## config.mk

```make
export PLATFORM = sky130hd
export DESIGN_NAME = rcr_regs
export DESIGN_NICKNAME = d
export VERILOG_FILES = /design/src/rcr_pkg.sv /design/src/rcr_regs.sv
export SDC_FILE = /design/constraint.sdc
export NUM_CORES = 1
export LEC_CHECK = 0
export ABC_AREA = 1
export BUFFER_PORTS_ARGS = -buffer_cell sky130_fd_sc_hd__buf_2
export CAP_MARGIN = 20
export CORE_ASPECT_RATIO = 0.7
export CORE_MARGIN = 4
export CORE_UTILIZATION = 51
export DETAILED_ROUTE_END_ITERATION = 7
export PLACE_DENSITY = 0.79
export SLEW_MARGIN = 10
export SYNTH_ARGS = -nofsm -noshare
export SYNTH_HDL_FRONTEND = slang
export SYNTH_SLANG_ARGS = --single-unit
```

## constraint.sdc

```tcl
create_clock -name clk -period 9.4 [get_ports clk]
set_input_delay 1.88 -clock clk [delete_from_list [all_inputs] [get_ports clk]]
set_output_delay 1.88 -clock clk [all_outputs]
set_load 0.1 [all_outputs]
```

## src/rcr_pkg.sv

```systemverilog
package rcr_pkg;

   // Register addresses on the host register port.
   localparam logic [7:0] OFS_CONV_A_LIMIT_SLEW  = 8'h03;
   localparam logic [7:0] OFS_CONV_B_MODE_ENABLE = 8'h04;
   localparam logic [7:0] OFS_CONV_B_LIMIT_SLEW  = 8'h05;
   localparam logic [7:0] OFS_CONV_A_VOLTAGE     = 8'h06;
   localparam logic [7:0] OFS_CONV_B_VOLTAGE     = 8'h07;
   localparam logic [7:0] OFS_LINEAR_A_CONTROL   = 8'h08;
   localparam logic [7:0] OFS_LINEAR_B_CONTROL   = 8'h09;

   // Field positions.
   localparam int LIMIT_MSB   = 5;
   localparam int LIMIT_LSB   = 3;
   localparam int RAMP_MSB    = 2;
   localparam int RAMP_LSB    = 0;
   localparam int FPWM_BIT    = 3;
   localparam int DISCHG_BIT  = 2;
   localparam int PINGATE_BIT = 1;
   localparam int ON_BIT      = 0;

   // Writable bits of each register except the voltage registers, which take all eight bits; reserved bits hold zero.
   localparam logic [7:0] LIMIT_SLEW_MASK  = 8'h3F;
   localparam logic [7:0] MODE_ENABLE_MASK = 8'h0F;
   localparam logic [7:0] LINEAR_MASK      = 8'h07;

   // Reset values.
   localparam logic [7:0] LIMIT_SLEW_RST  = 8'h00;
   localparam logic [7:0] MODE_ENABLE_RST = 8'h04;
   localparam logic [7:0] VOLTAGE_RST     = 8'h00;
   localparam logic [7:0] LINEAR_RST      = 8'h04;

   // Current limit in mA: base plus step per code.
   localparam logic [11:0] LIMIT_BASE_MA  = 12'h5DC;
   localparam logic [11:0] LIMIT_STEP_MA  = 12'h1F4;
   localparam logic [2:0]  LIMIT_MAX_CODE = 3'h5;

   // Ramp rate in units of 10 uV/us, codes 2 to 7.
   localparam logic [2:0] RAMP_MIN_CODE = 3'h2;
   localparam logic [9:0] RAMP_CODE2    = 10'h3E8;
   localparam logic [9:0] RAMP_CODE3    = 10'h2EE;
   localparam logic [9:0] RAMP_CODE4    = 10'h17C;
   localparam logic [9:0] RAMP_CODE5    = 10'h0BE;
   localparam logic [9:0] RAMP_CODE6    = 10'h05E;
   localparam logic [9:0] RAMP_CODE7    = 10'h02F;

   // Output voltage segments in mV.
   localparam logic [7:0]  VOLT_SEG1_CODE = 8'h14;
   localparam logic [7:0]  VOLT_SEG2_CODE = 8'h18;
   localparam logic [7:0]  VOLT_SEG3_CODE = 8'h9E;
   localparam logic [11:0] VOLT_SEG1_MV   = 12'h2BC;
   localparam logic [11:0] VOLT_SEG2_MV   = 12'h2DF;
   localparam logic [11:0] VOLT_SEG3_MV   = 12'h58C;
   localparam logic [11:0] VOLT_SEG1_STEP = 12'h00A;
   localparam logic [11:0] VOLT_SEG2_STEP = 12'h005;
   localparam logic [11:0] VOLT_SEG3_STEP = 12'h014;

endpackage

```

## src/rcr_regs.sv

```systemverilog
`timescale 1ns/1ps
module rcr_regs (
   input  wire logic        clk,
   input  wire logic        reset,
   input  wire logic        enPin,
   input  wire logic [7:0]  regAddr,
   input  wire logic        regWrEn,
   input  wire logic [7:0]  regWrData,
   output logic      [7:0]  regRdData,
   output logic      [11:0] convACurrentLimitMa,
   output logic      [9:0]  convARampRate,
   output logic      [11:0] convAVoltageMv,
   output logic             convACodeReserved,
   output logic      [11:0] convBCurrentLimitMa,
   output logic      [9:0]  convBRampRate,
   output logic      [11:0] convBVoltageMv,
   output logic             convBCodeReserved,
   output logic             convBForcedPulseWidth,
   output logic             convBRun,
   output logic             convBDischarge,
   output logic             linARun,
   output logic             linADischarge,
   output logic             linBRun,
   output logic             linBDischarge
);

   ////////////////////////////////////////////////////////////////////////////////
   // Decode functions.

   function automatic logic [11:0] limitMa(input logic [2:0] code);
      limitMa = 12'(rcr_pkg::LIMIT_BASE_MA + 12'(rcr_pkg::LIMIT_STEP_MA * {9'h000, code}));
   endfunction

   function automatic logic [9:0] rampRate(input logic [2:0] code);
      logic [9:0] r;
      r = 10'h000;
      case (code)
         3'h2: r = rcr_pkg::RAMP_CODE2;
         3'h3: r = rcr_pkg::RAMP_CODE3;
         3'h4: r = rcr_pkg::RAMP_CODE4;
         3'h5: r = rcr_pkg::RAMP_CODE5;
         3'h6: r = rcr_pkg::RAMP_CODE6;
         3'h7: r = rcr_pkg::RAMP_CODE7;
         default: r = 10'h000;
      endcase
      rampRate = r;
   endfunction

   function automatic logic [11:0] voltMv(input logic [7:0] code);
      logic [11:0] w;
      w = {4'h0, code};
      if (code < rcr_pkg::VOLT_SEG1_CODE) begin
         voltMv = 12'h000;
      end else if (code < rcr_pkg::VOLT_SEG2_CODE) begin
         voltMv = 12'(rcr_pkg::VOLT_SEG1_MV + 12'(rcr_pkg::VOLT_SEG1_STEP
                  * 12'(w - {4'h0, rcr_pkg::VOLT_SEG1_CODE})));
      end else if (code < rcr_pkg::VOLT_SEG3_CODE) begin
         voltMv = 12'(rcr_pkg::VOLT_SEG2_MV + 12'(rcr_pkg::VOLT_SEG2_STEP
                  * 12'(w - {4'h0, rcr_pkg::VOLT_SEG2_CODE})));
      end else begin
         voltMv = 12'(rcr_pkg::VOLT_SEG3_MV + 12'(rcr_pkg::VOLT_SEG3_STEP
                  * 12'(w - {4'h0, rcr_pkg::VOLT_SEG3_CODE})));
      end
   endfunction

   function automatic logic codeBad(input logic [7:0] limSlew, input logic [7:0] volt);
      codeBad = (limSlew[rcr_pkg::LIMIT_MSB:rcr_pkg::LIMIT_LSB] > rcr_pkg::LIMIT_MAX_CODE)
             || (limSlew[rcr_pkg::RAMP_MSB:rcr_pkg::RAMP_LSB] < rcr_pkg::RAMP_MIN_CODE)
             || (volt < rcr_pkg::VOLT_SEG1_CODE);
   endfunction

   function automatic logic runs(input logic [7:0] ctl, input logic pin);
      runs = ctl[rcr_pkg::ON_BIT] & (~ctl[rcr_pkg::PINGATE_BIT] | pin);
   endfunction

   ////////////////////////////////////////////////////////////////////////////////
   // Enable pin synchroniser.

   logic enMeta_r;
   logic enSync_r;

   always_ff @(posedge clk) begin
      if (reset) begin
         enMeta_r <= 1'b0;
         enSync_r <= 1'b0;
      end else begin
         enMeta_r <= enPin;
         enSync_r <= enMeta_r;
      end
   end

   ////////////////////////////////////////////////////////////////////////////////
   // Register file.

   logic [7:0] convALimSlew_r;
   logic [7:0] convBModeEn_r;
   logic [7:0] convBLimSlew_r;
   logic [7:0] convAVolt_r;
   logic [7:0] convBVolt_r;
   logic [7:0] linACtl_r;
   logic [7:0] linBCtl_r;

   wire wrALimSlew = regWrEn && (regAddr == rcr_pkg::OFS_CONV_A_LIMIT_SLEW);
   wire wrBModeEn  = regWrEn && (regAddr == rcr_pkg::OFS_CONV_B_MODE_ENABLE);
   wire wrBLimSlew = regWrEn && (regAddr == rcr_pkg::OFS_CONV_B_LIMIT_SLEW);
   wire wrAVolt    = regWrEn && (regAddr == rcr_pkg::OFS_CONV_A_VOLTAGE);
   wire wrBVolt    = regWrEn && (regAddr == rcr_pkg::OFS_CONV_B_VOLTAGE);
   wire wrLinA     = regWrEn && (regAddr == rcr_pkg::OFS_LINEAR_A_CONTROL);
   wire wrLinB     = regWrEn && (regAddr == rcr_pkg::OFS_LINEAR_B_CONTROL);

   // Limit fields are taken whenever written, running or not.
   always_ff @(posedge clk) begin
      if (reset) begin
         convALimSlew_r <= rcr_pkg::LIMIT_SLEW_RST;
         convBModeEn_r  <= rcr_pkg::MODE_ENABLE_RST;
         convBLimSlew_r <= rcr_pkg::LIMIT_SLEW_RST;
         convAVolt_r    <= rcr_pkg::VOLTAGE_RST;
         convBVolt_r    <= rcr_pkg::VOLTAGE_RST;
         linACtl_r      <= rcr_pkg::LINEAR_RST;
         linBCtl_r      <= rcr_pkg::LINEAR_RST;
      end else begin
         if (wrALimSlew) convALimSlew_r <= regWrData & rcr_pkg::LIMIT_SLEW_MASK;
         if (wrBModeEn)  convBModeEn_r  <= regWrData & rcr_pkg::MODE_ENABLE_MASK;
         if (wrBLimSlew) convBLimSlew_r <= regWrData & rcr_pkg::LIMIT_SLEW_MASK;
         if (wrAVolt)    convAVolt_r    <= regWrData;
         if (wrBVolt)    convBVolt_r    <= regWrData;
         if (wrLinA)     linACtl_r      <= regWrData & rcr_pkg::LINEAR_MASK;
         if (wrLinB)     linBCtl_r      <= regWrData & rcr_pkg::LINEAR_MASK;
      end
   end

   ////////////////////////////////////////////////////////////////////////////////
   // Read path; unmapped addresses read zero.

   logic [7:0] rdMux;

   always_comb begin
      rdMux = 8'h00;
      unique case (regAddr)
         rcr_pkg::OFS_CONV_A_LIMIT_SLEW:  rdMux = convALimSlew_r;
         rcr_pkg::OFS_CONV_B_MODE_ENABLE: rdMux = convBModeEn_r;
         rcr_pkg::OFS_CONV_B_LIMIT_SLEW:  rdMux = convBLimSlew_r;
         rcr_pkg::OFS_CONV_A_VOLTAGE:     rdMux = convAVolt_r;
         rcr_pkg::OFS_CONV_B_VOLTAGE:     rdMux = convBVolt_r;
         rcr_pkg::OFS_LINEAR_A_CONTROL:   rdMux = linACtl_r;
         rcr_pkg::OFS_LINEAR_B_CONTROL:   rdMux = linBCtl_r;
         default:                         rdMux = 8'h00;
      endcase
   end

   always_ff @(posedge clk) begin
      if (reset) begin
         regRdData <= 8'h00;
      end else begin
         regRdData <= rdMux;
      end
   end

   ////////////////////////////////////////////////////////////////////////////////
   // Decoded regulator controls.

   wire convBOn   = runs(convBModeEn_r, enSync_r);
   wire linAOn    = runs(linACtl_r, enSync_r);
   wire linBOn    = runs(linBCtl_r, enSync_r);
   wire [2:0] convALimCode  = convALimSlew_r[rcr_pkg::LIMIT_MSB:rcr_pkg::LIMIT_LSB];
   wire [2:0] convARampCode = convALimSlew_r[rcr_pkg::RAMP_MSB:rcr_pkg::RAMP_LSB];
   wire [2:0] convBLimCode  = convBLimSlew_r[rcr_pkg::LIMIT_MSB:rcr_pkg::LIMIT_LSB];
   wire [2:0] convBRampCode = convBLimSlew_r[rcr_pkg::RAMP_MSB:rcr_pkg::RAMP_LSB];

   always_ff @(posedge clk) begin
      if (reset) begin
         convACurrentLimitMa   <= 12'h000;
         convARampRate         <= 10'h000;
         convAVoltageMv        <= 12'h000;
         convACodeReserved     <= 1'b0;
         convBCurrentLimitMa   <= 12'h000;
         convBRampRate         <= 10'h000;
         convBVoltageMv        <= 12'h000;
         convBCodeReserved     <= 1'b0;
         convBForcedPulseWidth <= 1'b0;
         convBRun              <= 1'b0;
         convBDischarge        <= 1'b0;
         linARun               <= 1'b0;
         linADischarge         <= 1'b0;
         linBRun               <= 1'b0;
         linBDischarge         <= 1'b0;
      end else begin
         convACurrentLimitMa   <= limitMa(convALimCode);
         convARampRate         <= rampRate(convARampCode);
         convAVoltageMv        <= voltMv(convAVolt_r);
         convACodeReserved     <= codeBad(convALimSlew_r, convAVolt_r);
         convBCurrentLimitMa   <= limitMa(convBLimCode);
         convBRampRate         <= rampRate(convBRampCode);
         convBVoltageMv        <= voltMv(convBVolt_r);
         convBCodeReserved     <= codeBad(convBLimSlew_r, convBVolt_r);
         convBForcedPulseWidth <= convBModeEn_r[rcr_pkg::FPWM_BIT];
         convBRun              <= convBOn;
         convBDischarge        <= convBModeEn_r[rcr_pkg::DISCHG_BIT] & ~convBOn;
         linARun               <= linAOn;
         linADischarge         <= linACtl_r[rcr_pkg::DISCHG_BIT] & ~linAOn;
         linBRun               <= linBOn;
         linBDischarge         <= linBCtl_r[rcr_pkg::DISCHG_BIT] & ~linBOn;
      end
   end
endmodule

```

# Yosys cells after proc, flatten, opt, wreduce, memory -nomap -nowiden
# Index checks and enable logic that the tools add are counted.
# W data, S select, Z words.
# word_totals
reg_bits,125
out_inout_bits,85
word_cells,111
# op_classes
addsub,14
n_mul,8
magnitude_cmp,10
n_eq_ne,19
mux,7
bitwise,15
n_reduce_logical,13
# op_table
cell,n
$pmux W10 S6,2
$pmux W8 S7,1
$add A10 B12 Y12 const A,4
$add A11 B12 Y12 const A,4
$mux W12,4
$sub A8 B5 Y9 const B,4
$eq A8 B3 Y1 const B,4
$lt A8 B5 Y1 const B,4
$eq A3 B3 Y1 const B,8
$mul A3 B12 Y10 const A,2
$mul A3 B12 Y11 const A,2
$mul A3 B12 Y12 const A,2
$mul A7 B3 Y10 const A,2
$sub A8 B8 Y9 const B,2
$eq A8 B4 Y1 const B,2
$lt A8 B8 Y1 const B,2
$eq A3 B2 Y1 const B,4
$eq A8 B2 Y1 const B,1
$logic_and A1 B1 Y1,7
$and A1 B1 Y1,6
$gt A3 B3 Y1 const B,2
$lt A3 B2 Y1 const B,2
$not A1 Y1,6
$logic_or A1 B1 Y1,4
other kinds (2),5

# Longest topological paths before layout
# logic_depth
ltp_word,5
ltp_mapped,23
mapped_depth_nobuf,23

# Worst setup path after synthesis
# OpenSTA, ideal clock, no wires.
# synth_timing
path_type,input-to-reg
from,input regAddr[7]
to,register convAVolt_r[5]
setup_ns,0.120
t_arrival_ns,2.925
required_time_ns,9.280
path_slack_ns,6.355
cell_stages,9
n_path_buf,1
cell_sequence,nor2_1 > nand2_1 > nor2_1 > nand2_2 > nor2_4 > nand2_4 > buf_6 > o21ai_0 > a21oi_1
# synth_via
elab_chain_len,2
# synth_lines
item,line,source
"start, declared",rcr_regs.sv:6,"input wire logic [7:0] regAddr,"
$eq A8 B3 Y1,rcr_regs.sv:106,wire wrAVolt = regWrEn && (regAddr == rcr_pkg::OFS_CONV_A_VOLTAGE);
$logic_and A1 B1 Y1,rcr_regs.sv:106,
"end signal, assigned",rcr_regs.sv:117,convAVolt_r <= rcr_pkg::VOLTAGE_RST;
"end signal, assigned",rcr_regs.sv:125,if (wrAVolt) convAVolt_r <= regWrData;
"end, declared",rcr_regs.sv:98,logic [7:0] convAVolt_r;
# Every way passes these cells.
# A chain may end at the register's enable or synchronous reset.

# Final worst setup path
# layout_timing
from,register convAVolt_r[3]
to,register convAVoltageMv[10]
# layout_via
elab_chain_len,5
# layout_lines
item,line,source
$sub A8 B8 Y9 or $sub A8 B5 Y9 (tied branches),"rcr_regs.sv:62, rcr_regs.sv:59",
$mul A3 B12 Y10 or $mul A3 B12 Y12 (tied branches),"rcr_regs.sv:62, rcr_regs.sv:59",
$add A11 B12 Y12 or $add A10 B12 Y12 (tied branches),"rcr_regs.sv:61, rcr_regs.sv:58",
$mux W12,rcr_regs.sv:57,end else if (code < rcr_pkg::VOLT_SEG3_CODE) begin
$mux W12,rcr_regs.sv:54,end else if (code < rcr_pkg::VOLT_SEG2_CODE) begin
"end signal, assigned",rcr_regs.sv:190,convAVoltageMv <= voltMv(convAVolt_r);
"end, declared",rcr_regs.sv:12,"output logic [11:0] convAVoltageMv,"
# Several ways; a longest one is shown, not always the timed one.

==> results.json <==
{
  "status": "finished, final reports clean",
  "syn_area_sq_mm": 0.00935,
  "postCtsHoldBufs": 0,
  "dr.pass1.iters": 6,
  "netlist_instances": 1289,
  "clkSinkCount": 121,
  "stdcell_area_sq_mm": 0.0106,
  "grt_pass1_wl_mm": 39.0,
  "yosysMostFrequentCell": "nand2_1",
  "cts_tree": "done",
  "holdPathEnd": "enSync_r",
  "syn_avg_cell_area_sq_um": 7.25,
  "area_growth_syn_to_layout_pct": 13.2,
  "crit_type": "reg -> reg",
  "power.density_mw_per_mm2": 120,
  "dp_hpwl_mm": 18.5,
  "vias_per_cell": 5.41,
  "min_path_type": "reg -> reg",
  "synth_common_cells": "265 x nand2_1, 187 x inv_1, 121 x dfxtp_1",
  "maxSlewViolCount": 0,
  "hp-start": "enMeta_r",
  "io_pins": 105,
  "hold_depth": 2,
  "tightest_slew_ns": 0.822,
  "grt_setup_unrepaired": "no",
  "fin_total_pwr_mw": 1.27,
  "cap_violations": 0,
  "synth_warnings": 0,
  "crit_required_ns": 9.70,
  "wirelength_mm": 23.9,
  "synth_enable_flop_cells": 0,
  "die_area_sq_mm": 0.0206,
  "reg2reg_from": "convAVolt_r[3]",
  "synth_top_area_share_pct": 25.9,
  "reg2reg_depth": 17,
  "row_count": 41,
  "cp_max_fo": 16,
  "ys_seq_area_share_pct": 25.9,
  "dieWidth_microns": 170,
  "wire_per_inst_microns": 14.6,
  "finalSetupTns_ns": 0,
  "r2r-end": "convAVoltageMv[10]",
  "path_cells": "ha_1, nor2_4, clkinv_1, nand2_1, inv_1, fa_1, inv_1, ha_1, nand2_1, nor3_1, nand3_1, nand3_1, nand2_1, nand3_1, o21ai_1, nand2_1, a21oi_1",
  "critPathBufInv": 3,
  "numCtsBuffers": 17,
  "critPathMaxStageDelay_ns": 0.54,
  "coreArea_sq_mm": 0.0180,
  "ir_drop_mv": 0.105,
  "final.period_utilization_pct": 39.6,
  "gp_congestion": 0.932,
  "synth-main-ff-cell": "dfxtp_1",
  "timing.slew.headroom_pct": 45.2,
  "clk_pin_slew_worst_paths_ns": 0.06,
  "antenna_found_initial": 0,
  "drive_gt1_share_pct": 12.9,
  "initial_core_util_pct": 51.9,
  "grt_usage_pct": 23.0,
  "end_kind": "register",
  "postCtsSetupRepairBufs": 0,
  "finalClockSkew_ns": 0.0158,
  "drtAntennaViolNets": 0,
  "synth_area_leaders": "dfxtp_1 26%, ha_1 16%, nand2_1 11%, inv_1 7.5%, a21oi_1 6.3%",
  "portBuffers": 100,
  "fmax_mhz": 268,
  "clk_latency_ns": 0.42,
  "clock_path_buffers": 2,
  "first_global_vias": 8048,
  "crit_top_cell": "nand2_1",
  "start_kind": "register",
  "hold_violations": 0,
  "yosysTopAreaCell": "dfxtp_1",
  "period_needed_ns": 3.73,
  "final_net_count": 1551,
  "cts_resized": 0,
  "crit_arrival_ns": 4.02,
  "htree_levels": 4,
  "grt_max_degree": 48,
  "cp_top_family": "simple AND/OR/NAND/NOR gates",
  "drtIter0Drc": 922,
  "cp_slowest_cell": "fa_1",
  "drc": 0,
  "die_y_microns": 121,
  "placed_cell_area_sq_mm": 0.0100,
  "ys_types": 51,
  "finalSetupViolations": 0,
  "reg2reg_slack_ns": 5.67,
  "p_leak_nw": 5.48,
  "root_buffer": "clkbuf_16",
  "grt_overflow": 0,
  "async_flop_share_pct": 0,
  "synth-seq-cells": 121,
  "antenna_cells": 0,
  "vias": 8851
}
## cell usage in the layout, fill, tap and decap left out, types with 27 or more instances in the layout
cell | synthesis | layout
xor2_1 | 27 | 27
nor2_1 | 85 | 85
nand2_1 | 265 | 265
inv_1 | 187 | 187
ha_1 | 120 | 120
nand3_1 | 72 | 72
a21oi_1 | 118 | 118
dfxtp_1 | 121 | 121
o21ai_0 | 90 | 90
buf_2 | 4 | 100
## metrics by stage
step                utilization (%)  std cells  setup WS, ns  hold WS [ns]
finish                         58.8       1636          5.67         0.435
global route                   58.8       1636          5.34         0.453
CTS                            58.8       1636          5.76         0.428
detailed placement             55.6       1604          5.77         0.417
global placement               55.6       1604          5.87         0.414
floorplan                         -       1292          6.35         0.388
## report_power, final
part           switching (mW)  internal (mW)
logic                  0.0867         0.0228
registers             0.00211          0.519
clock network           0.259          0.378
total                   0.348          0.920
## per-layer routing
layer,vias up,share of wire (%),routed length [microns],GRT usage (%)
li1,4422,-,-,-
met1,4021,47,11300,33.9
met2,367,42,10200,34.1
met3,41,8.3,1990,4.56
met4,0,1.8,433,6.44
met5,-,0,0,0
## worst reg2reg max path, cell delays in order (launching register included)
cell and delay (ns):
dfxtp_1 0.40, ha_1 0.36, nor2_4 0.39, clkinv_1 0.38, nand2_1 0.19, inv_1 0.10
fa_1 0.54, inv_1 0.04, ha_1 0.34, nand2_1 0.09, nor3_1 0.20, nand3_1 0.13
nand3_1 0.10, nand2_1 0.05, nand3_1 0.06, o21ai_1 0.07, nand2_1 0.08, a21oi_1 0.07
## cell type report
type | count | area, sq um
tap | 236 | 295
timing repair buffer | 101 | 508
clock buffer | 19 | 443
sequential | 121 | 2420
fill | 1576 | 7420
multi-input combinational | 948 | 6040
inverter | 198 | 743
clock inverter | 13 | 134
## cells by family after synthesis
logic type	after synthesis	share of synthesized area (%)
AOI/OAI and AO/OA	257	15.1
xor gates and xnor gates	42	4.02
adders and majority gates	144	21.2
buffers and inverters	223	9.61
DFF	121	25.9
muxes	1	0.107
other	1	0.0401
and+or+nand+nor	500	24.0
## flip-flops by register name, indices dropped and copies added, names as in the netlist, 4 cells and up
name                 cells
convBModeEn_r            4
convARampRate           10
convAVoltageMv          12
convBVolt_r              8
convAVolt_r              8
convBRampRate           10
convBLimSlew_r           6
convBVoltageMv          12
convBCurrentLimitMa     10
regRdData                8
convACurrentLimitMa     10
convALimSlew_r           6
## worst max path at each step
stage | start | to | slack, ns | depth (start not counted)
2_1_floorplan | regAddr[7] | convAVolt_r[5] | 6.35 | 9
4_1_cts | convAVolt_r[3] | convAVoltageMv[10] | 5.76 | 17
5_1_grt | convAVolt_r[3] | convAVoltageMv[10] | 5.34 | 16
3_3_place_gp | convAVolt_r[3] | convAVoltageMv[10] | 5.87 | 17
6_report | convAVolt_r[3] | convAVoltageMv[10] | 5.67 | 17
3_5_place_dp | convAVolt_r[3] | convAVoltageMv[10] | 5.77 | 17
Note: power is estimated with default switching activity, not from simulation.
